File: config.mk
export PLATFORM = sky130hd
export DESIGN_NAME = timer_capture_compare_opm
export DESIGN_NICKNAME = d
export VERILOG_FILES = /design/src/hdl/timer_capture_compare_opm.v
export VERILOG_INCLUDE_DIRS = /design/src /design/src/hdl
export SDC_FILE = /design/constraint.sdc
export NUM_CORES = 1
export LEC_CHECK = 0
export ABC_AREA = 1
export BUFFER_PORTS_ARGS = -buffer_cell sky130_fd_sc_hd__buf_2
export CAP_MARGIN = 20
export CORE_AREA = 3 3 112 114
export CTS_CLUSTER_SIZE = 24
export DETAILED_ROUTE_END_ITERATION = 6
export DIE_AREA = 0 0 115 117
export GPL_TIMING_DRIVEN = 1
export PLACE_DENSITY = 0.89
export SYNTH_ARGS = -nofsm -noshare
export SYNTH_HDL_FRONTEND = slang
export SYNTH_SLANG_ARGS = --single-unit
File: constraint.sdc
create_clock -name clk -period 7.43 [get_ports clk]
set_clock_uncertainty 0.15 [all_clocks]
set_input_delay 2.229 -clock clk [delete_from_list [all_inputs] [get_ports clk]]
set_output_delay 2.229 -clock clk [all_outputs]
set_load 0.02 [all_outputs]
File: src/hdl/timer_cc_consts.vh
// constants for the timer capture / compare / one pulse block
// assumes an APB slave with byte offsets in paddr[7:0]
`ifndef TIMER_CC_CONSTS_VH
`define TIMER_CC_CONSTS_VH

// ****************************************************************
// register byte offsets
// ****************************************************************
`define OFS_CONTROL1     8'h00
`define OFS_CONTROL2     8'h04
`define OFS_STATUS       8'h08
`define OFS_CAP1_HIGH    8'h0C
`define OFS_CAP1_LOW     8'h10
`define OFS_CMP1_HIGH    8'h14
`define OFS_CMP1_LOW     8'h18
`define OFS_CAP2_HIGH    8'h1C
`define OFS_CAP2_LOW     8'h20
`define OFS_CMP2_HIGH    8'h24
`define OFS_CMP2_LOW     8'h28

// ****************************************************************
// control register 1 bit positions
// ****************************************************************
`define C1_CAP_IRQ_EN    7
`define C1_CMP_IRQ_EN    6
`define C1_OVF_IRQ_EN    5
`define C1_FORCE2        4
`define C1_FORCE1        3
`define C1_OUT_LEVEL2    2
`define C1_CAP_EDGE1     1
`define C1_OUT_LEVEL1    0

// ****************************************************************
// control register 2 bit positions
// ****************************************************************
`define C2_PIN_EN1       7
`define C2_PIN_EN2       6
`define C2_SINGLE_PULSE  5
`define C2_PWM           4
`define C2_CLK_SEL_HI    3
`define C2_CLK_SEL_LO    2
`define C2_CAP_EDGE2     1
`define C2_EXT_EDGE      0

// ****************************************************************
// status register bit positions
// ****************************************************************
`define SR_CAP_FLAG1     7
`define SR_CMP_FLAG1     6
`define SR_OVF_FLAG      5
`define SR_CAP_FLAG2     4
`define SR_CMP_FLAG2     3

// ****************************************************************
// values
// ****************************************************************
`define CMP_RESET_VALUE  16'h8000
`define PULSE_CAPTURE    16'hFFFD
`define CLK_SEL_DIV2     2'h2
`define CONTROL_RESET    8'h00

`endif

File: src/hdl/timer_capture_compare_opm.v
// capture, compare, forced output and one pulse logic of a 16-bit timer
// assumes the counter, prescaler and pwm waveform live outside; the counter
// value arrives on counterValue in the clk domain and reloads on counterReload
//
// How it works
// RULE1 - active capture edge sets flag and latches counter into capture value
// RULE2 - capture flag interrupts only with enable set and cpu mask clear
// RULE3 - capture flag clears after status read then low byte access
// RULE4 - high byte read blocks capture and flag until low byte read
// RULE5 - in single pulse or pwm mode only channel 2 captures
// RULE6 - capture pins always feed detectors, even when driven as outputs
// RULE7 - one capture irq enable covers both capture channels
// RULE8 - each channel has its own edge select bit, in control 1 and 2
// RULE9 - compare match sets flag, drives level if enabled, may interrupt
// RULE10 - compare output latches are low during reset
// RULE11 - compare values are software read/write, reset to 8000h
// RULE12 - both compare values checked on every counter step
// RULE13 - compare flag clears after status read then low byte access
// RULE14 - high byte write inhibits compare until low byte written
// RULE15 - without pin enable, no level applied but interrupt still possible
// RULE16 - divide by 2 matches at value, others at value plus one
// RULE17 - force bit copies level to pin, no flag, no interrupt
// RULE18 - force bits ignored in single pulse or pwm mode
// RULE19 - single pulse select takes over capture 1 and compare 1
// RULE20 - pulse trigger reloads counter, drives level 2, sets flag, loads FFFDh
// RULE21 - single pulse compare 1 match drives level 1, ending the pulse
// RULE22 - flash timer variant has no capture 2, write-only compare 2, flags zero
// RULE23 - with both single pulse and pwm set, only pwm is active
// RULE24 - single pulse mode never sets compare flag 1; flag 2 still works
// RULE25 - compare pins hold the last applied level until changed
`timescale 1ns/1ps
`default_nettype none
`include "timer_cc_consts.vh"

module timer_capture_compare_opm #(
  parameter FLASH_VARIANT = 0
) (
  // clock and reset
  input  wire        clk,
  input  wire        reset,
  // apb slave
  input  wire        psel,
  input  wire        penable,
  input  wire        pwrite,
  input  wire [7:0]  paddr,
  input  wire [31:0] pwdata,
  output reg  [31:0] prdata,
  output wire        pready,
  output wire        pslverr,
  // rest of the timer
  input  wire [15:0] counterValue,
  input  wire        overflowFlag,
  input  wire        cpuIrqMask,
  output reg         counterReload,
  output wire [1:0]  timerClockSelect,
  output wire        pwmActive,
  output reg         timerIrq,
  // pins
  input  wire        capturePin1,
  input  wire        capturePin2,
  output reg         compareOutPin1,
  output reg         compareOutPin2,
  output wire        compareOutEn1,
  output wire        compareOutEn2
);

  // ****************************************************************
  // functions
  // ****************************************************************

  // compare hit: divide by 2 at value, slower clocks at value plus one
  function matchHit;
    input [15:0] cnt;
    input [15:0] cmp;
    input        div2;
    begin
      matchHit = div2 ? (cnt == cmp) : (cnt == cmp + 16'h0001); // [RULE16]
    end
  endfunction

  // ****************************************************************
  // registers
  // ****************************************************************
  reg  [7:0]  control1_reg;
  reg  [7:0]  control2_reg;
  reg  [15:0] capture1_reg;
  reg  [15:0] capture2_reg;
  reg  [15:0] compare1_reg;
  reg  [15:0] compare2_reg;
  reg         capFlag1_reg;
  reg         capFlag2_reg;
  reg         cmpFlag1_reg;
  reg         cmpFlag2_reg;
  reg         capArm1_reg;
  reg         capArm2_reg;
  reg         cmpArm1_reg;
  reg         cmpArm2_reg;
  reg         capBlock1_reg;
  reg         capBlock2_reg;
  reg         cmpInhibit1_reg;
  reg         cmpInhibit2_reg;
  reg  [15:0] lastCounter_reg;
  reg  [2:0]  sync1_reg;
  reg  [2:0]  sync2_reg;
  reg         stable1_reg;
  reg         stable2_reg;
  reg  [1:0]  fill_reg;

  // ****************************************************************
  // decode
  // ****************************************************************
  wire access   = psel & penable;
  wire wrAccess = access & pwrite;
  wire rdAccess = access & ~pwrite;

  wire hitCtl1  = (paddr == `OFS_CONTROL1);
  wire hitCtl2  = (paddr == `OFS_CONTROL2);
  wire hitStat  = (paddr == `OFS_STATUS);
  wire hitCap1H = (paddr == `OFS_CAP1_HIGH);
  wire hitCap1L = (paddr == `OFS_CAP1_LOW);
  wire hitCmp1H = (paddr == `OFS_CMP1_HIGH);
  wire hitCmp1L = (paddr == `OFS_CMP1_LOW);
  wire hitCap2H = (paddr == `OFS_CAP2_HIGH);
  wire hitCap2L = (paddr == `OFS_CAP2_LOW);
  wire hitCmp2H = (paddr == `OFS_CMP2_HIGH);
  wire hitCmp2L = (paddr == `OFS_CMP2_LOW);
  wire mapped   = hitCtl1 | hitCtl2 | hitStat | hitCap1H | hitCap1L | hitCmp1H |
                  hitCmp1L | hitCap2H | hitCap2L | hitCmp2H | hitCmp2L;

  // zero wait state slave, error on unmapped offsets
  assign pready  = 1'b1;
  assign pslverr = psel & penable & ~mapped;

  // ****************************************************************
  // modes
  // ****************************************************************
  wire pwmSel       = control2_reg[`C2_PWM];
  wire singlePulse  = control2_reg[`C2_SINGLE_PULSE] & ~pwmSel; // [RULE23]
  wire modeBusy     = singlePulse | pwmSel;
  wire div2         = (control2_reg[`C2_CLK_SEL_HI:`C2_CLK_SEL_LO] == `CLK_SEL_DIV2);
  wire level1       = control1_reg[`C1_OUT_LEVEL1];
  wire level2       = control1_reg[`C1_OUT_LEVEL2];
  wire pinEn1       = control2_reg[`C2_PIN_EN1];
  wire pinEn2       = control2_reg[`C2_PIN_EN2];

  assign pwmActive        = pwmSel;
  assign timerClockSelect = control2_reg[`C2_CLK_SEL_HI:`C2_CLK_SEL_LO];
  assign compareOutEn1    = pinEn1;
  assign compareOutEn2    = pinEn2;

  // ****************************************************************
  // capture pin synchronisers and edge detection
  // ****************************************************************

  // three stages; a change counts once stages two and three agree
  always @(posedge clk or posedge reset) begin
    if (reset) begin
      sync1_reg   <= 3'h0;
      sync2_reg   <= 3'h0;
      stable1_reg <= 1'b0;
      stable2_reg <= 1'b0;
      fill_reg    <= 2'h0;
    end else begin
      sync1_reg <= {sync1_reg[1:0], capturePin1}; // [RULE6]
      sync2_reg <= {sync2_reg[1:0], capturePin2}; // [RULE6]
      if (fill_reg != 2'h3)
        fill_reg <= fill_reg + 2'h1; // stable follows the chain while it fills: no false edge after reset
      if ((fill_reg != 2'h3) | (sync1_reg[1] == sync1_reg[2]))
        stable1_reg <= sync1_reg[1];
      if ((fill_reg != 2'h3) | (sync2_reg[1] == sync2_reg[2]))
        stable2_reg <= sync2_reg[1];
    end
  end

  wire change1 = (sync1_reg[1] == sync1_reg[2]) & (sync1_reg[2] != stable1_reg);
  wire change2 = (sync2_reg[1] == sync2_reg[2]) & (sync2_reg[2] != stable2_reg);
  // edge select bit 1 picks rising, 0 falling
  wire edge1   = change1 & (sync1_reg[2] == control1_reg[`C1_CAP_EDGE1]); // [RULE8]
  wire edge2   = change2 & (sync2_reg[2] == control2_reg[`C2_CAP_EDGE2]); // [RULE8]

  // ****************************************************************
  // events
  // ****************************************************************
  wire newStep    = (counterValue != lastCounter_reg); // [RULE12]
  wire pulseStart = singlePulse & edge1; // [RULE19]
  wire capEvent1  = ~modeBusy & edge1 & ~capBlock1_reg; // [RULE5] [RULE4]
  wire capEvent2  = edge2 & ~capBlock2_reg & (FLASH_VARIANT == 0); // [RULE4] [RULE22]
  wire hit1       = newStep & ~cmpInhibit1_reg & matchHit(counterValue, compare1_reg, div2); // [RULE14]
  wire hit2       = newStep & ~cmpInhibit2_reg & matchHit(counterValue, compare2_reg, div2); // [RULE14]
  wire cmpEvent1  = hit1 & ~modeBusy; // [RULE24]
  wire cmpEvent2  = hit2 & ~pwmSel & (FLASH_VARIANT == 0); // [RULE22]
  wire forceOk    = wrAccess & hitCtl1 & ~modeBusy; // [RULE18]

  // ****************************************************************
  // control and compare value registers
  // ****************************************************************

  // force bits are write pulses and never stored
  always @(posedge clk or posedge reset) begin
    if (reset) begin
      control1_reg    <= `CONTROL_RESET;
      control2_reg    <= `CONTROL_RESET;
      compare1_reg    <= `CMP_RESET_VALUE; // [RULE11]
      compare2_reg    <= `CMP_RESET_VALUE; // [RULE11]
      cmpInhibit1_reg <= 1'b0;
      cmpInhibit2_reg <= 1'b0;
      lastCounter_reg <= 16'h0000;
    end else begin
      lastCounter_reg <= counterValue;
      if (wrAccess & hitCtl1)
        control1_reg <= pwdata[7:0] & 8'hE7;
      if (wrAccess & hitCtl2)
        control2_reg <= pwdata[7:0];
      // only software touches the compare values
      if (wrAccess & hitCmp1H) begin
        compare1_reg[15:8] <= pwdata[7:0]; // [RULE11]
        cmpInhibit1_reg    <= 1'b1; // [RULE14]
      end
      if (wrAccess & hitCmp1L) begin
        compare1_reg[7:0]  <= pwdata[7:0];
        cmpInhibit1_reg    <= 1'b0; // [RULE14]
      end
      if (wrAccess & hitCmp2H) begin
        compare2_reg[15:8] <= pwdata[7:0];
        cmpInhibit2_reg    <= 1'b1; // [RULE14]
      end
      if (wrAccess & hitCmp2L) begin
        compare2_reg[7:0]  <= pwdata[7:0];
        cmpInhibit2_reg    <= 1'b0; // [RULE14]
      end
    end
  end

  // ****************************************************************
  // capture values and blocking
  // ****************************************************************

  // high byte read freezes the channel until its low byte is read
  always @(posedge clk or posedge reset) begin
    if (reset) begin
      capture1_reg  <= 16'h0000;
      capture2_reg  <= 16'h0000;
      capBlock1_reg <= 1'b0;
      capBlock2_reg <= 1'b0;
    end else begin
      if (pulseStart)
        capture1_reg <= `PULSE_CAPTURE; // [RULE20]
      else if (capEvent1)
        capture1_reg <= counterValue; // [RULE1]
      if (capEvent2)
        capture2_reg <= counterValue; // [RULE1]
      if (rdAccess & hitCap1L)
        capBlock1_reg <= 1'b0;
      else if (rdAccess & hitCap1H)
        capBlock1_reg <= 1'b1; // [RULE4]
      if (rdAccess & hitCap2L)
        capBlock2_reg <= 1'b0;
      else if (rdAccess & hitCap2H)
        capBlock2_reg <= 1'b1; // [RULE4]
    end
  end

  // ****************************************************************
  // status flags with two step clear
  // ****************************************************************

  // a status read arms the clear; low byte access clears; a new event wins
  always @(posedge clk or posedge reset) begin
    if (reset) begin
      capFlag1_reg <= 1'b0;
      capFlag2_reg <= 1'b0;
      cmpFlag1_reg <= 1'b0;
      cmpFlag2_reg <= 1'b0;
      capArm1_reg  <= 1'b0;
      capArm2_reg  <= 1'b0;
      cmpArm1_reg  <= 1'b0;
      cmpArm2_reg  <= 1'b0;
    end else begin
      if (rdAccess & hitStat & capFlag1_reg)
        capArm1_reg <= 1'b1;
      else if (access & hitCap1L)
        capArm1_reg <= 1'b0;
      if (rdAccess & hitStat & capFlag2_reg)
        capArm2_reg <= 1'b1;
      else if (access & hitCap2L)
        capArm2_reg <= 1'b0;
      if (rdAccess & hitStat & cmpFlag1_reg)
        cmpArm1_reg <= 1'b1;
      else if (access & hitCmp1L)
        cmpArm1_reg <= 1'b0;
      if (rdAccess & hitStat & cmpFlag2_reg)
        cmpArm2_reg <= 1'b1;
      else if (access & hitCmp2L)
        cmpArm2_reg <= 1'b0;

      if (capEvent1 | pulseStart)
        capFlag1_reg <= 1'b1; // [RULE1] [RULE20]
      else if (capArm1_reg & access & hitCap1L)
        capFlag1_reg <= 1'b0; // [RULE3]
      if (capEvent2)
        capFlag2_reg <= 1'b1; // [RULE1]
      else if (capArm2_reg & access & hitCap2L)
        capFlag2_reg <= 1'b0; // [RULE3]
      if (cmpEvent1)
        cmpFlag1_reg <= 1'b1; // [RULE9]
      else if (cmpArm1_reg & access & hitCmp1L)
        cmpFlag1_reg <= 1'b0; // [RULE13]
      if (cmpEvent2)
        cmpFlag2_reg <= 1'b1; // [RULE9] [RULE24]
      else if (cmpArm2_reg & access & hitCmp2L)
        cmpFlag2_reg <= 1'b0; // [RULE13]
    end
  end

  // ****************************************************************
  // compare output pins
  // ****************************************************************

  // latches hold their level until a match, pulse event or force
  always @(posedge clk or posedge reset) begin
    if (reset) begin
      compareOutPin1 <= 1'b0; // [RULE10]
      compareOutPin2 <= 1'b0; // [RULE10]
      counterReload  <= 1'b0;
    end else begin
      counterReload <= pulseStart; // [RULE20]
      if (pulseStart & pinEn1)
        compareOutPin1 <= level2; // [RULE20]
      else if (singlePulse & hit1 & pinEn1)
        compareOutPin1 <= level1; // [RULE21]
      else if (cmpEvent1 & pinEn1)
        compareOutPin1 <= level1; // [RULE9] [RULE15]
      else if (forceOk & pwdata[`C1_FORCE1] & pinEn1)
        compareOutPin1 <= pwdata[`C1_OUT_LEVEL1]; // [RULE17]
      if (cmpEvent2 & pinEn2 & ~singlePulse)
        compareOutPin2 <= level2; // [RULE9] [RULE15]
      else if (forceOk & pwdata[`C1_FORCE2] & pinEn2)
        compareOutPin2 <= pwdata[`C1_OUT_LEVEL2]; // [RULE17] [RULE25]
    end
  end

  // ****************************************************************
  // shared timer interrupt
  // ****************************************************************

  // flags stay pending while masked; one enable for both captures
  always @(posedge clk or posedge reset) begin
    if (reset)
      timerIrq <= 1'b0;
    else
      timerIrq <= ~cpuIrqMask & // [RULE2]
                  ((control1_reg[`C1_CAP_IRQ_EN] & (capFlag1_reg | capFlag2_reg)) | // [RULE7]
                   (control1_reg[`C1_CMP_IRQ_EN] & (cmpFlag1_reg | cmpFlag2_reg)) | // [RULE9]
                   (control1_reg[`C1_OVF_IRQ_EN] & overflowFlag));
  end

  // ****************************************************************
  // read data
  // ****************************************************************

  // flash variant hides capture 2 and compare 2 from reads
  always @(posedge clk or posedge reset) begin
    if (reset)
      prdata <= 32'h00000000;
    else if (psel & ~penable & ~pwrite) begin
      prdata <= 32'h00000000;
      if (hitCtl1)
        prdata[7:0] <= control1_reg;
      if (hitCtl2)
        prdata[7:0] <= control2_reg;
      if (hitStat)
        prdata[7:0] <= {capFlag1_reg, cmpFlag1_reg, overflowFlag, capFlag2_reg, cmpFlag2_reg, 3'h0};
      if (hitCap1H)
        prdata[7:0] <= capture1_reg[15:8];
      if (hitCap1L)
        prdata[7:0] <= capture1_reg[7:0];
      if (hitCmp1H)
        prdata[7:0] <= compare1_reg[15:8];
      if (hitCmp1L)
        prdata[7:0] <= compare1_reg[7:0];
      if (hitCap2H & (FLASH_VARIANT == 0))
        prdata[7:0] <= capture2_reg[15:8]; // [RULE22]
      if (hitCap2L & (FLASH_VARIANT == 0))
        prdata[7:0] <= capture2_reg[7:0];
      if (hitCmp2H & (FLASH_VARIANT == 0))
        prdata[7:0] <= compare2_reg[15:8]; // [RULE22]
      if (hitCmp2L & (FLASH_VARIANT == 0))
        prdata[7:0] <= compare2_reg[7:0];
    end
  end

endmodule

`default_nettype wire

==> qor.txt <==
status: finished, final reports clean
final-report setup violation count: 0
DIE HEIGHT: 117 um
setup TNS: 0 ns
post-synth cell types: 43
DR WL/cell: 18.3 um
CTS sink cnt: 128
Hold-fix buffers, CTS: 0
top cells by count, synth: nand2_1, inv_1, dfrtp_1
Tot GR Track Use: 33.9%
initial antenna violation count: 0
dominant cell type by area after synthesis: dfrtp_1
crit-path max FO: 5
hpwl dp: 15800 um
asr flop ratio synth: 100%
RSZ-0062 raised after global routing: false
Post-synth EDFFs: 0
layout cells sized above 1: 10.9%
die area: 0.0135 mm2
Register Area: 0.00321 mm2
sequential share of the synthesized area: 44.6%
clk_lat worst skew: 0.43 ns
Cells after DPL: 1171
top-area cell type share of the netlist area: 43.8%
vias post-DR: 6909
htree depth: 4
Via density: 5.73
Remaining Overflow, GRT: 0
DRT antenna net count: 0
Fillers: 946
area occupied by multi-input gates: 0.00325 mm2
Iteration-0 DRC Markers: 798
Leak: 4.29 nW
Ports: 108
first-pass GRT wire length: 33800 um
Non-Filler Instances: 1206
top_reg_cell synth: dfrtp_1
Final Critical Period: 6.04 ns
Mapped Cells: 986
Critical Path AT: 3.67 ns
max-slew violations: 0
synthesized area per cell: 7.30 um2
core box area: 0.0115 mm2
CP required: 5.05 ns
max_cap viols: 0
num rows: 39
DRC Markers: 0
Setup Fix Bufs, Post-CTS: 0
fin nets: 1117
Startpoint Class: input pin
Synth area leaders: dfrtp_1, nand2_1, inv_1
final core utilization: 70.5%
Crit. End Element: output port
DRT Wirelength: 22100 um
final hold vios: 0
slew margin rel.: 45.7%
Die X: 115 um
IO buf count: 58
Clk Tree Root Cell: clkbuf_16
Hold WC Path Type: flip-flop to flip-flop
PD cells: 219 mW/mm2
number of global-route vias before repair: 6337
Achievable Freq: 165 MHz
worst slew pin tran: 0.814 ns
Clock Tree Buf Depth: 2
final RePlAce weighted congestion: 1.01
post-cts resize count: 0
Worst VDD drop: 0.177 mV
DRT Pass-1 Iters: 6
CP Class: input pin to output port
synthesized cell area: 0.00719 mm2
largest net degree at the start of global routing: 66
Num CTS Buffers: 17
most frequent cell after synthesis: nand2_1
initial core utilization: 62.5%
Yosys reg bits: 128
area added between synthesis and finish: 12.9%
total power: 1.78 mW
CTS tree: done
yosys warns: 0
Final period util: 81.4%
CTS clk-pin slew, worst paths: 0.06 ns
[layer usage]
layer  up-vias  wire, um  global-route usage (%)
met5         -         0                       0
met4         0       882                    13.8
met3        69      2630                    9.77
met2       451      9710                    51.8
met1      3181      8830                    45.8
li1       3208         -                       -
[critical path, stage by stage]
cell and delay [ns]:
buf_2 0.08, inv_1 0.03, nand2_1 0.07, inv_1 0.05, nand2_1 0.08, inv_1 0.08, nand2_1 0.13, inv_1 0.12
nor3_1 0.19, nand4_1 0.10, nor4_1 0.27, buf_2 0.23
[cell type report]
type                       instances  share of cell area (%)
antenna                            1                  0.0308
clock buffer                      20                    5.74
clock inverter                    12                    1.37
inverter                         146                    6.78
multi-input combinational        692                    40.0
sequential                       128                    39.5
tap                              143                    2.20
timing repair buffer              64                    4.37
[layout by cell type (no fill, tap or decap), drive strengths merged, types with 3 or more instances in the layout]
cell type,synthesis,final
nand2,297,297
conb,2,25
nor2,91,91
ha,3,3
xnor2,8,8
a21oi,21,21
inv,145,145
buf,30,64
o22ai,5,5
a31oi,7,7
nand3,45,45
clkinv,1,9
clkbuf,13,20
nand4,17,17
nor3,18,18
xor2,25,25
dfrtp,126,126
clkinvlp,0,3
nand3b,3,3
o21ai,104,104
o211ai,4,4
[stage by stage]
step / hold slack, ns / worst slack, ns / instance area [um2]
final: 0.202 / 1.39 / 8120
after global placement: 0.185 / 1.42 / 7510
after detailed placement: 0.190 / 1.40 / 7510
after global routing: 0.213 / 1.18 / 8120
after CTS: 0.202 / 1.39 / 8090
after floorplan: 0.181 / 1.45 / 7280
[final timing paths]
kind	from	endpoint	slack, ns	depth (start not counted)
worst max-delay path	paddr[6]	pslverr	1.39	12
worst min-delay path	sync1_reg[0]	sync1_reg[1]	0.20	0
worst max register to register	control2_reg[3]	compareOutPin2	4.65	11
worst min register to register	sync1_reg[0]	sync1_reg[1]	0.20	0
max in group asynchronous	reset	compare1_reg[3]	4.03	3
min in group asynchronous	reset	lastCounter_reg[14]	1.79	2
[power breakdown]
| group | switching, mW | total [mW] | internal [mW] |
|---|---|---|---|
| Clock | 0.325 | 0.812 | 0.486 |
| Sequential | 0.0365 | 0.788 | 0.752 |
| Combinational | 0.123 | 0.178 | 0.0552 |
[cells by family (layout without fill, tap and decap cells)]
kind of cell / after synthesis / count (layout) / synth area share (%)
flops: 128 / 128 / 44.6
fa+ha+maj: 3 / 3 / 0.522
buf+inv: 189 / 242 / 11.4
compound gates: 153 / 153 / 11.5
other cells: 2 / 26 / 0.104
mux: 1 / 1 / 0.157
simple gates: 476 / 476 / 27.4
xor+xnor: 34 / 34 / 4.33
No activity file was read; power rests on OpenSTA's default activity.
